===== src/hdl/partition_feature_id_defs.svh =====
// Constants of the partition feature identification bank.
// Assumes a 32-bit word map with byte offsets inside one feature frame.
// Operation
// Major in 7:4, minor in 3:0, rest zero
// Low byte reads 0x01, 0x10 or 0x11; a REV_NONE build reads 0x00
// Only four legal revision pairs exist
// Force non-secure offered only by v0.1
// Identification registers are read-only in both frames
// Revision register identical through both frames
// Separate secure and non-secure frames exist
// Capacity register reads zero when absent
// Capacity fraction width 1..16, upper zero
// Secure copy describes secure capacity control
// Per-frame copies where values differ
// Per-instance fields follow the selected instance
// Portion register reads zero when absent
// Bitmap width 1..32768, upper bits zero
// Wide bitmap spans up to 1024 words
// Selector picks instance up to maximum
// Writes to identification registers are ignored
`ifndef PARTITION_FEATURE_ID_DEFS_SVH
`define PARTITION_FEATURE_ID_DEFS_SVH

// ----------------------------------------------------------------
// Register offsets
// ----------------------------------------------------------------
`define OFF_ARCH_VERSION_ID 12'h020
`define OFF_PORTION_BITMAP_WIDTH_ID 12'h030
`define OFF_CAPACITY_FRACTION_WIDTH_ID 12'h038
`define OFF_PARTITION_SELECT 12'h100

// ----------------------------------------------------------------
// Field positions, limits and reset values
// ----------------------------------------------------------------
`define MAJOR_MSB 7
`define MAJOR_LSB 4
`define MINOR_MSB 3
`define MINOR_LSB 0
`define CAP_WD_MSB 5
`define BITMAP_WD_MSB 15
`define SEL_MSB 27
`define SEL_LSB 24
`define CAP_WD_MIN 6'h01
`define CAP_WD_MAX 6'h10
`define BITMAP_WD_MIN 16'h0001
`define BITMAP_WD_MAX 16'h8000
`define BITMAP_WORD_SHIFT 5
`define BITMAP_MAX_WORDS 11'h400
`define SEL_RESET 4'h0

`endif


===== src/hdl/partition_feature_id_pkg.sv =====
// Types shared by the partition feature identification bank.
// Assumes the constants header is included by the design file.
package partition_feature_id_pkg;

    // One register access: frame select, byte offset and data.
    typedef struct packed {
        logic valid;
        logic write;
        logic secure;
        logic [11:0] addr;
        logic [31:0] wdata;
    } reg_req_t;

    // The answer to an access, one cycle after it is taken.
    typedef struct packed {
        logic ack;
        logic [31:0] rdata;
    } reg_rsp_t;

    // The four legal architecture revision codes.
    typedef enum logic [7:0] {
        REV_NONE = 8'h00,
        REV_V0P1 = 8'h01,
        REV_V1P0 = 8'h10,
        REV_V1P1 = 8'h11
    } arch_rev_t;

endpackage


===== src/hdl/partition_feature_id_regs.sv =====
// Partitioning feature identification registers, read-only apart from the selector.
// Assumes accesses arrive one per cycle on the request struct, with
// the secure bit telling which feature frame is addressed.
`timescale 1ns/10ps
`include "partition_feature_id_defs.svh"

module partition_feature_id_regs
    import partition_feature_id_pkg::*;
#(
    parameter arch_rev_t ARCH_REV = REV_V1P0,
    parameter bit CAP_PRESENT = 1'b1,
    parameter bit PORTION_PRESENT = 1'b1,
    parameter bit SEL_PRESENT = 1'b0,
    parameter logic [3:0] MAX_INSTANCE = 4'h0,
    parameter bit SPLIT_FRAMES = 1'b0,
    parameter logic [15:0] INST_PRESENT = 16'hffff,
    parameter logic [95:0] CAP_WD_S = {16{6'h08}},
    parameter logic [95:0] CAP_WD_NS = {16{6'h08}},
    parameter logic [255:0] BM_WD_S = {16{16'h0010}},
    parameter logic [255:0] BM_WD_NS = {16{16'h0010}}
) (
    input wire logic clk_i,
    input wire logic rst_i,
    input wire reg_req_t req_i,
    output reg_rsp_t rsp_o,
    output logic force_nonsecure_avail_o,
    output logic config_error_o,
    output logic [3:0] sel_s_o,
    output logic [3:0] sel_ns_o,
    output logic [10:0] bitmap_words_s_o,
    output logic [10:0] bitmap_words_ns_o
);

    // ------------------------------------------------------------
    // Revision decode
    // ------------------------------------------------------------

    // Legal pairs only; anything else is flagged as a bad build.
    localparam bit REV_LEGAL = (ARCH_REV == REV_NONE) ||
        (ARCH_REV == REV_V0P1) || (ARCH_REV == REV_V1P0) ||
        (ARCH_REV == REV_V1P1);

    // Both fields of the pair, each in its own nibble.
    localparam logic [3:0] MAJOR = ARCH_REV[`MAJOR_MSB:`MAJOR_LSB];
    localparam logic [3:0] MINOR = ARCH_REV[`MINOR_MSB:`MINOR_LSB];

    // The zero pair means no partitioning at all.
    localparam bit ANY_FEATURE = REV_LEGAL && (ARCH_REV != REV_NONE);

    // Feature flags are only honoured when partitioning exists.
    localparam bit CAP_ON = CAP_PRESENT && ANY_FEATURE;
    localparam bit POR_ON = PORTION_PRESENT && ANY_FEATURE;
    localparam bit SEL_ON = SEL_PRESENT && ANY_FEATURE;

    // Without a selector only instance zero exists.
    localparam logic [3:0] SEL_LIMIT = SEL_ON ? MAX_INSTANCE : 4'h0;

    // ------------------------------------------------------------
    // Per-instance tables
    // ------------------------------------------------------------

    logic [5:0] cap_s [16];
    logic [5:0] cap_ns [16];
    logic [15:0] bm_s [16];
    logic [15:0] bm_ns [16];
    logic [15:0] inst_bad;

    // Each instance gets its frame copies and a range check.
    // Removed instances report zero in every per-instance field.
    genvar gi;
    generate
        for (gi = 0; gi < 16; gi++) begin : g_inst
            logic live;
            logic [5:0] cs;
            logic [5:0] cn;
            logic [15:0] bs;
            logic [15:0] bn;
            assign live = INST_PRESENT[gi] &&
                (4'(gi) <= SEL_LIMIT);
            assign cs = CAP_WD_S[gi*6 +: 6];
            // Without split frames the secure table serves both.
            assign cn = SPLIT_FRAMES ?
                CAP_WD_NS[gi*6 +: 6] : cs;
            assign bs = BM_WD_S[gi*16 +: 16];
            assign bn = SPLIT_FRAMES ?
                BM_WD_NS[gi*16 +: 16] : bs;
            assign cap_s[gi] = live ? cs : 6'h00;
            assign cap_ns[gi] = live ? cn : 6'h00;
            assign bm_s[gi] = live ? bs : 16'h0000;
            assign bm_ns[gi] = live ? bn : 16'h0000;
            // Widths must lie inside their documented ranges.
            assign inst_bad[gi] = live && (
                (CAP_ON && (cs < `CAP_WD_MIN ||
                    cs > `CAP_WD_MAX)) ||
                (CAP_ON && (cn < `CAP_WD_MIN ||
                    cn > `CAP_WD_MAX)) ||
                (POR_ON && (bs < `BITMAP_WD_MIN ||
                    bs > `BITMAP_WD_MAX)) ||
                (POR_ON && (bn < `BITMAP_WD_MIN ||
                    bn > `BITMAP_WD_MAX)));
        end
    endgenerate

    // ------------------------------------------------------------
    // Instance selector copies
    // ------------------------------------------------------------

    logic [3:0] sel_s_q;
    logic [3:0] sel_ns_q;
    logic [3:0] wr_sel;
    logic sel_wr;
    logic sel_ok;

    // A selector write names a value in the selector field.
    assign wr_sel = req_i.wdata[`SEL_MSB:`SEL_LSB];
    assign sel_wr = req_i.valid && req_i.write &&
        (req_i.addr == `OFF_PARTITION_SELECT);

    // Values past the largest instance are dropped.
    assign sel_ok = SEL_ON && (wr_sel <= SEL_LIMIT);

    // Secure frame selector, picked by writes from that frame.
    always_ff @(posedge clk_i or posedge rst_i) begin
        if (rst_i) begin
            sel_s_q <= `SEL_RESET;
        end else if (sel_wr && req_i.secure && sel_ok) begin
            sel_s_q <= wr_sel;
        end
    end

    // Non-secure frame selector, kept apart from the secure one.
    always_ff @(posedge clk_i or posedge rst_i) begin
        if (rst_i) begin
            sel_ns_q <= `SEL_RESET;
        end else if (sel_wr && !req_i.secure && sel_ok) begin
            sel_ns_q <= wr_sel;
        end
    end

    assign sel_s_o = sel_s_q;
    assign sel_ns_o = sel_ns_q;

    // ------------------------------------------------------------
    // Register images for the addressed frame
    // ------------------------------------------------------------

    logic [3:0] sel_cur;
    logic [31:0] aid_word;
    logic [31:0] cap_word;
    logic [31:0] bm_word;
    logic [31:0] sel_word;

    // The frame of the access picks which selector applies.
    assign sel_cur = req_i.secure ? sel_s_q : sel_ns_q;

    // Same revision image whatever frame is used.
    assign aid_word = {24'h000000, MAJOR, MINOR};

    // Capacity width of the selected instance, zero when absent.
    always_comb begin
        cap_word = 32'h00000000;
        if (CAP_ON) begin
            if (req_i.secure) begin
                cap_word[`CAP_WD_MSB:0] = cap_s[sel_cur];
            end else begin
                cap_word[`CAP_WD_MSB:0] = cap_ns[sel_cur];
            end
        end
    end

    // Bitmap width of the selected instance, zero when absent.
    always_comb begin
        bm_word = 32'h00000000;
        if (POR_ON) begin
            if (req_i.secure) begin
                bm_word[`BITMAP_WD_MSB:0] = bm_s[sel_cur];
            end else begin
                bm_word[`BITMAP_WD_MSB:0] = bm_ns[sel_cur];
            end
        end
    end

    // Selector read-back; the rest of that register lives elsewhere.
    always_comb begin
        sel_word = 32'h00000000;
        if (SEL_ON) begin
            sel_word[`SEL_MSB:`SEL_LSB] = sel_cur;
        end
    end

    // ------------------------------------------------------------
    // Access answer
    // ------------------------------------------------------------

    logic [31:0] rd_d;
    logic [31:0] rd_q;
    logic ack_q;

    // Address decode; unmapped offsets and all writes return zero.
    always_comb begin
        rd_d = 32'h00000000;
        if (req_i.write) begin
            rd_d = 32'h00000000;
        end else if (req_i.addr == `OFF_ARCH_VERSION_ID) begin
            rd_d = aid_word;
        end else if (req_i.addr == `OFF_CAPACITY_FRACTION_WIDTH_ID) begin
            rd_d = cap_word;
        end else if (req_i.addr == `OFF_PORTION_BITMAP_WIDTH_ID) begin
            rd_d = bm_word;
        end else if (req_i.addr == `OFF_PARTITION_SELECT) begin
            rd_d = sel_word;
        end
    end

    // Every access, read or write, is answered the next cycle.
    always_ff @(posedge clk_i or posedge rst_i) begin
        if (rst_i) begin
            ack_q <= 1'b0;
        end else begin
            ack_q <= req_i.valid;
        end
    end

    // Read data is held until the next access is taken.
    always_ff @(posedge clk_i or posedge rst_i) begin
        if (rst_i) begin
            rd_q <= 32'h00000000;
        end else if (req_i.valid) begin
            rd_q <= rd_d;
        end
    end

    assign rsp_o.ack = ack_q;
    assign rsp_o.rdata = rd_q;

    // ------------------------------------------------------------
    // Side outputs for the partitioning logic
    // ------------------------------------------------------------

    logic [15:0] bm_cur_s;
    logic [15:0] bm_cur_ns;
    logic [10:0] words_s_d;
    logic [10:0] words_ns_d;
    logic [10:0] words_s_q;
    logic [10:0] words_ns_q;
    logic cfg_err_q;

    assign bm_cur_s = POR_ON ? bm_s[sel_s_q] : 16'h0000;
    assign bm_cur_ns = POR_ON ? bm_ns[sel_ns_q] : 16'h0000;

    // Count of 32-bit bitmap words, rounded up, not capped at 1024.
    function automatic logic [10:0] words_of(input logic [15:0] wd);
        logic [16:0] sum;
        sum = {1'b0, wd} + 17'h0001f;
        return 11'(sum >> `BITMAP_WORD_SHIFT);
    endfunction

    assign words_s_d = words_of(bm_cur_s);
    assign words_ns_d = words_of(bm_cur_ns);

    // Word counts follow the selectors one cycle later.
    always_ff @(posedge clk_i or posedge rst_i) begin
        if (rst_i) begin
            words_s_q <= 11'h000;
            words_ns_q <= 11'h000;
        end else begin
            words_s_q <= words_s_d;
            words_ns_q <= words_ns_d;
        end
    end

    assign bitmap_words_s_o = words_s_q;
    assign bitmap_words_ns_o = words_ns_q;

    // A bad build shows from the first edge after reset.
    always_ff @(posedge clk_i or posedge rst_i) begin
        if (rst_i) begin
            cfg_err_q <= 1'b0;
        end else begin
            cfg_err_q <= !REV_LEGAL || (|inst_bad);
        end
    end

    assign config_error_o = cfg_err_q;

    // Forcing accesses non-secure exists only in the v0.1 revision.
    assign force_nonsecure_avail_o = (ARCH_REV == REV_V0P1);

endmodule


===== config.mk =====
export PLATFORM = sky130hd
export DESIGN_NAME = partition_feature_id_regs
export DESIGN_NICKNAME = d
export VERILOG_FILES = /design/src/hdl/partition_feature_id_pkg.sv /design/src/hdl/partition_feature_id_regs.sv
export VERILOG_INCLUDE_DIRS = /design/src /design/src/hdl
export SDC_FILE = /design/constraint.sdc
export NUM_CORES = 1
export LEC_CHECK = 0
export BUFFER_PORTS_ARGS = -buffer_cell sky130_fd_sc_hd__buf_4
export CAP_MARGIN = 10
export CORE_MARGIN = 2
export CORE_UTILIZATION = 24
export DETAILED_ROUTE_END_ITERATION = 6
export PLACE_DENSITY = 0.79
export SLEW_MARGIN = 10
export SYNTH_ARGS = -nofsm -noshare
export SYNTH_HDL_FRONTEND = slang
export SYNTH_SLANG_ARGS = --single-unit

===== constraint.sdc =====
create_clock -name clk_i -period 0.8 [get_ports clk_i]
set_input_delay 0.04 -clock clk_i [delete_from_list [all_inputs] [get_ports clk_i]]
set_output_delay 0.04 -clock clk_i [all_outputs]
set_load 0.03 [all_outputs]

==> key figures <==
Setup path
  • Critical Path RT: ~0.76 ns
  • Buf/Inv on CP: 1
  • Reg-to-Reg Start: rd_q[4]$_DFFE_PP0P_
  • CP Data Arrival Time: 0.76 ns
  • Critical Path Fanout Max: 2
  • RR Endpoint: rd_q[4]$_DFFE_PP0P_
  • Startpoint types: flop
  • CP Class: reg2out
  • Slowest cell delay on critical path: 0.38 ns
  • Crit path cell chain: buf_6
  • Reg2Reg Setup Slack: ~0.04 ns
  • CP top delay family: flip-flops
  • Critical path's slowest cell: dfrtp_1
  • Crit end category: primary output
  • R2R depth: 3

Power
  • Peak supply drop: 0.650 mV
  • Cell Pwr Density: 1420 nW/µm²
  • Leakage: 0.410 nW

Floorplan
  • Rows: 18
  • IO Count: 114
  • Die area: 3080 µm²
  • Initial Util: 0.255
  • Die width: 55.5 µm
  • Core area: 2500 µm²
  • Die Height: 55.5 µm

STA
  • RSZ-0062 raised after global routing: yes
  • Fin crit share: 0.999
  • Worst clock skew: 0 ns
  • Slew Viols, Final: 0
  • Total negative slack: 0 ns
  • F_max: 1250 MHz
  • # setup viols final: 0
  • Post-route minimum period: 0.800 ns
  • Fin. Hold Viols: 0

Hold path
  • Worst hold path startpoint: req_i[46]
  • Hold Path End: rd_q[3]$_DFFE_PP0P_
  • Hold path depth: 2
  • Hold crit path type: in2reg

Placed design
  • Placed Cells: ~130
  • DPL Wire Length: 754 µm
  • Buffers on Ports: 20
  • Final GP Congestion: 0.680

Cells and area
  • Layout overhead on the synthesized area: 4.72%
  • ANT cells: 0
  • Util after Layout: 0.267
  • Fin cells: roughly 130
  • Share of post-route cells with drive strength above 1: 0.250
  • Final #Nets: 155

CTS
  • CTS tree: done
  • Clk sinks: 4
  • H-tree Lvls: 1
  • Clock Pin Slew Worst Setup and Hold Paths: 0.04 ns
  • Clock buffer count from CTS: 3
  • Clk_lat worst skew: 0.23 ns
  • CTS Root Cell: clkbuf_4
  • CTS Buffer Depth: 2

GRT
  • Global-route usage over all layers: 0.0441
  • Largest net degree at the start of global routing: 5
  • Grt total ovfl: 0
  • First-pass GRT wire length: 1030 µm
  • Number of global-route vias before repair: 273
  • Initial antenna violation count: 0

Logic synthesis
  • Synthesis Warnings: 0
  • #FFs+latches synth: 4
  • Synth cell count leaders: 62 x buf_4, 4 x dfrtp_1, 3 x inv_1, 2 x conb_1, 2 x o22ai_1
  • Fraction of registers with async set/reset: 1.00
  • Synth area leader: buf_4
  • Top post-synthesis cells by area: buf_4 73%, dfrtp_1 16%, nor4_2 2.0%, o22ai_1 2.0%, inv_1 1.8%
  • Most common cell in the netlist: buf_4
  • Synthesized area: 637 µm²
  • Number of flops mapped to enable cells by yosys: 0
  • Post-synthesis sequential area ratio: 0.157
  • Synth Flop Type: dfrtp_1
  • Cell variety after synth: 11
  • Post-synth top area share: 0.731
  • Mapped Avg Cell Area: 8.06 µm²
  • Cells after synthesis: slightly below 80

Job
  • Max-cap violations: 0

Drt
  • Total iterations of the first detailed-routing run: 1
  • Residual DRC: 0
  • Wire per inst: 6.14 µm
  • Final WL: 823 µm
  • Antenna-violating nets left: 0
  • Vias: 380
  • Vias/cell: between 2 and 3
  • 1st-iter DRT viols: 0

Status
  • Outcome: completed
==> how the worst max path moves through the flow <==
| stage | startpoint | end | slack, ns | depth (start not counted) |
|---|---|---|---|---|
| global route | bitmap_words_ns_o[0]$_DFF_PP0_ | bitmap_words_s_o[0] | -0.02 | 1 |
| detailed placement | req_i[43] | rd_q[4]$_DFFE_PP0P_ | -0.03 | 4 |
| floorplan | rd_q[3]$_DFFE_PP0P_ | rd_q[3]$_DFFE_PP0P_ | 0.02 | 2 |
| finish | rd_q[4]$_DFFE_PP0P_ | rsp_o[4] | 0.0005 | 1 |
| global placement | req_i[43] | rd_q[4]$_DFFE_PP0P_ | 0.01 | 4 |
| CTS | bitmap_words_ns_o[0]$_DFF_PP0_ | bitmap_words_ns_o[0] | -0.006 | 1 |
==> sequential cells by signal (all words and copies together) (netlist names) <==
register	flops
ack_q	1
rd_q	2
bitmap_words_ns_o	1
==> per-stage QoR <==
step                      power, mW  hold slack (ns)  instance area, µm²  worst slack (ns)
after global routing          0.988           0.0418                 667           -0.0187
after CTS                     0.942           0.0308                 656          -0.00623
after global placement        0.678          -0.0673                 581            0.0123
after floorplan               0.840           -0.194                 858            0.0221
final                         0.946           0.0336                 667          0.000474
after detailed placement      0.680          -0.0673                 581           -0.0321
==> power by group <==
| group | switching (mW) | internal (mW) |
|---|---|---|
| clock | 0.0795 | 0.168 |
| sequential | 0.00325 | 0.209 |
| combinational | 0.412 | 0.0750 |
| total | 0.495 | 0.451 |
==> placed cells by master (no fill, tap or decap) <==
| cell type | n |
|---|---|
| conb_1 | 61 |
| buf_4 | 17 |
| buf_6 | 5 |
| dfrtp_1 | 4 |
| inv_1 | 3 |
| clkbuf_4 | 3 |
| dlygate4sd3_1 | 3 |
| o22ai_1 | 2 |
| nand2_1 | 1 |
| nor4_2 | 1 |
| nor3_1 | 1 |
| and3b_1 | 1 |
| nor2_1 | 1 |
| nand4_1 | 1 |
==> area by class of cell <==
cell class / instances / area, µm²
Sequential cell: 4 / 100
Multi-Input combinational cell: 69 / 282
Inverter: 3 / 11.3
Fill cell: 281 / 1830
Clock buffer: 3 / 22.5
Tap cell: 30 / 37.5
Timing Repair Buffer: 25 / 214
==> cell families (layout without fill, tap and decap cells) <==
kind of cell,after synthesis,after routing,synth area share
buffers and inverters,65,31,0.749
AND/OR/NAND/NOR,6,6,0.0629
flip-flops,4,4,0.157
other,2,61,0.0118
AO/OA/AOI/OAI,2,2,0.0196
==> metal layers <==
metal | vias to the layer above | wire (µm) | global-route usage
met1 | 163 | 198 | 0.0298
li1 | 170 | - | -
met5 | - | 0 | 0
met3 | 0 | 134 | 0.0141
met2 | 47 | 491 | 0.0935
met4 | 0 | 0 | 0.0314
==> timing repair <==
item                                    4_1_cts  5_1_grt
endpoints found under the hold margin         6        0
hold buffers                                  3        0
resized for setup                             2        3
buffers inserted                              2        0
endpoints found under the setup margin        4        5
No activity file was read; power rests on OpenSTA's default activity.
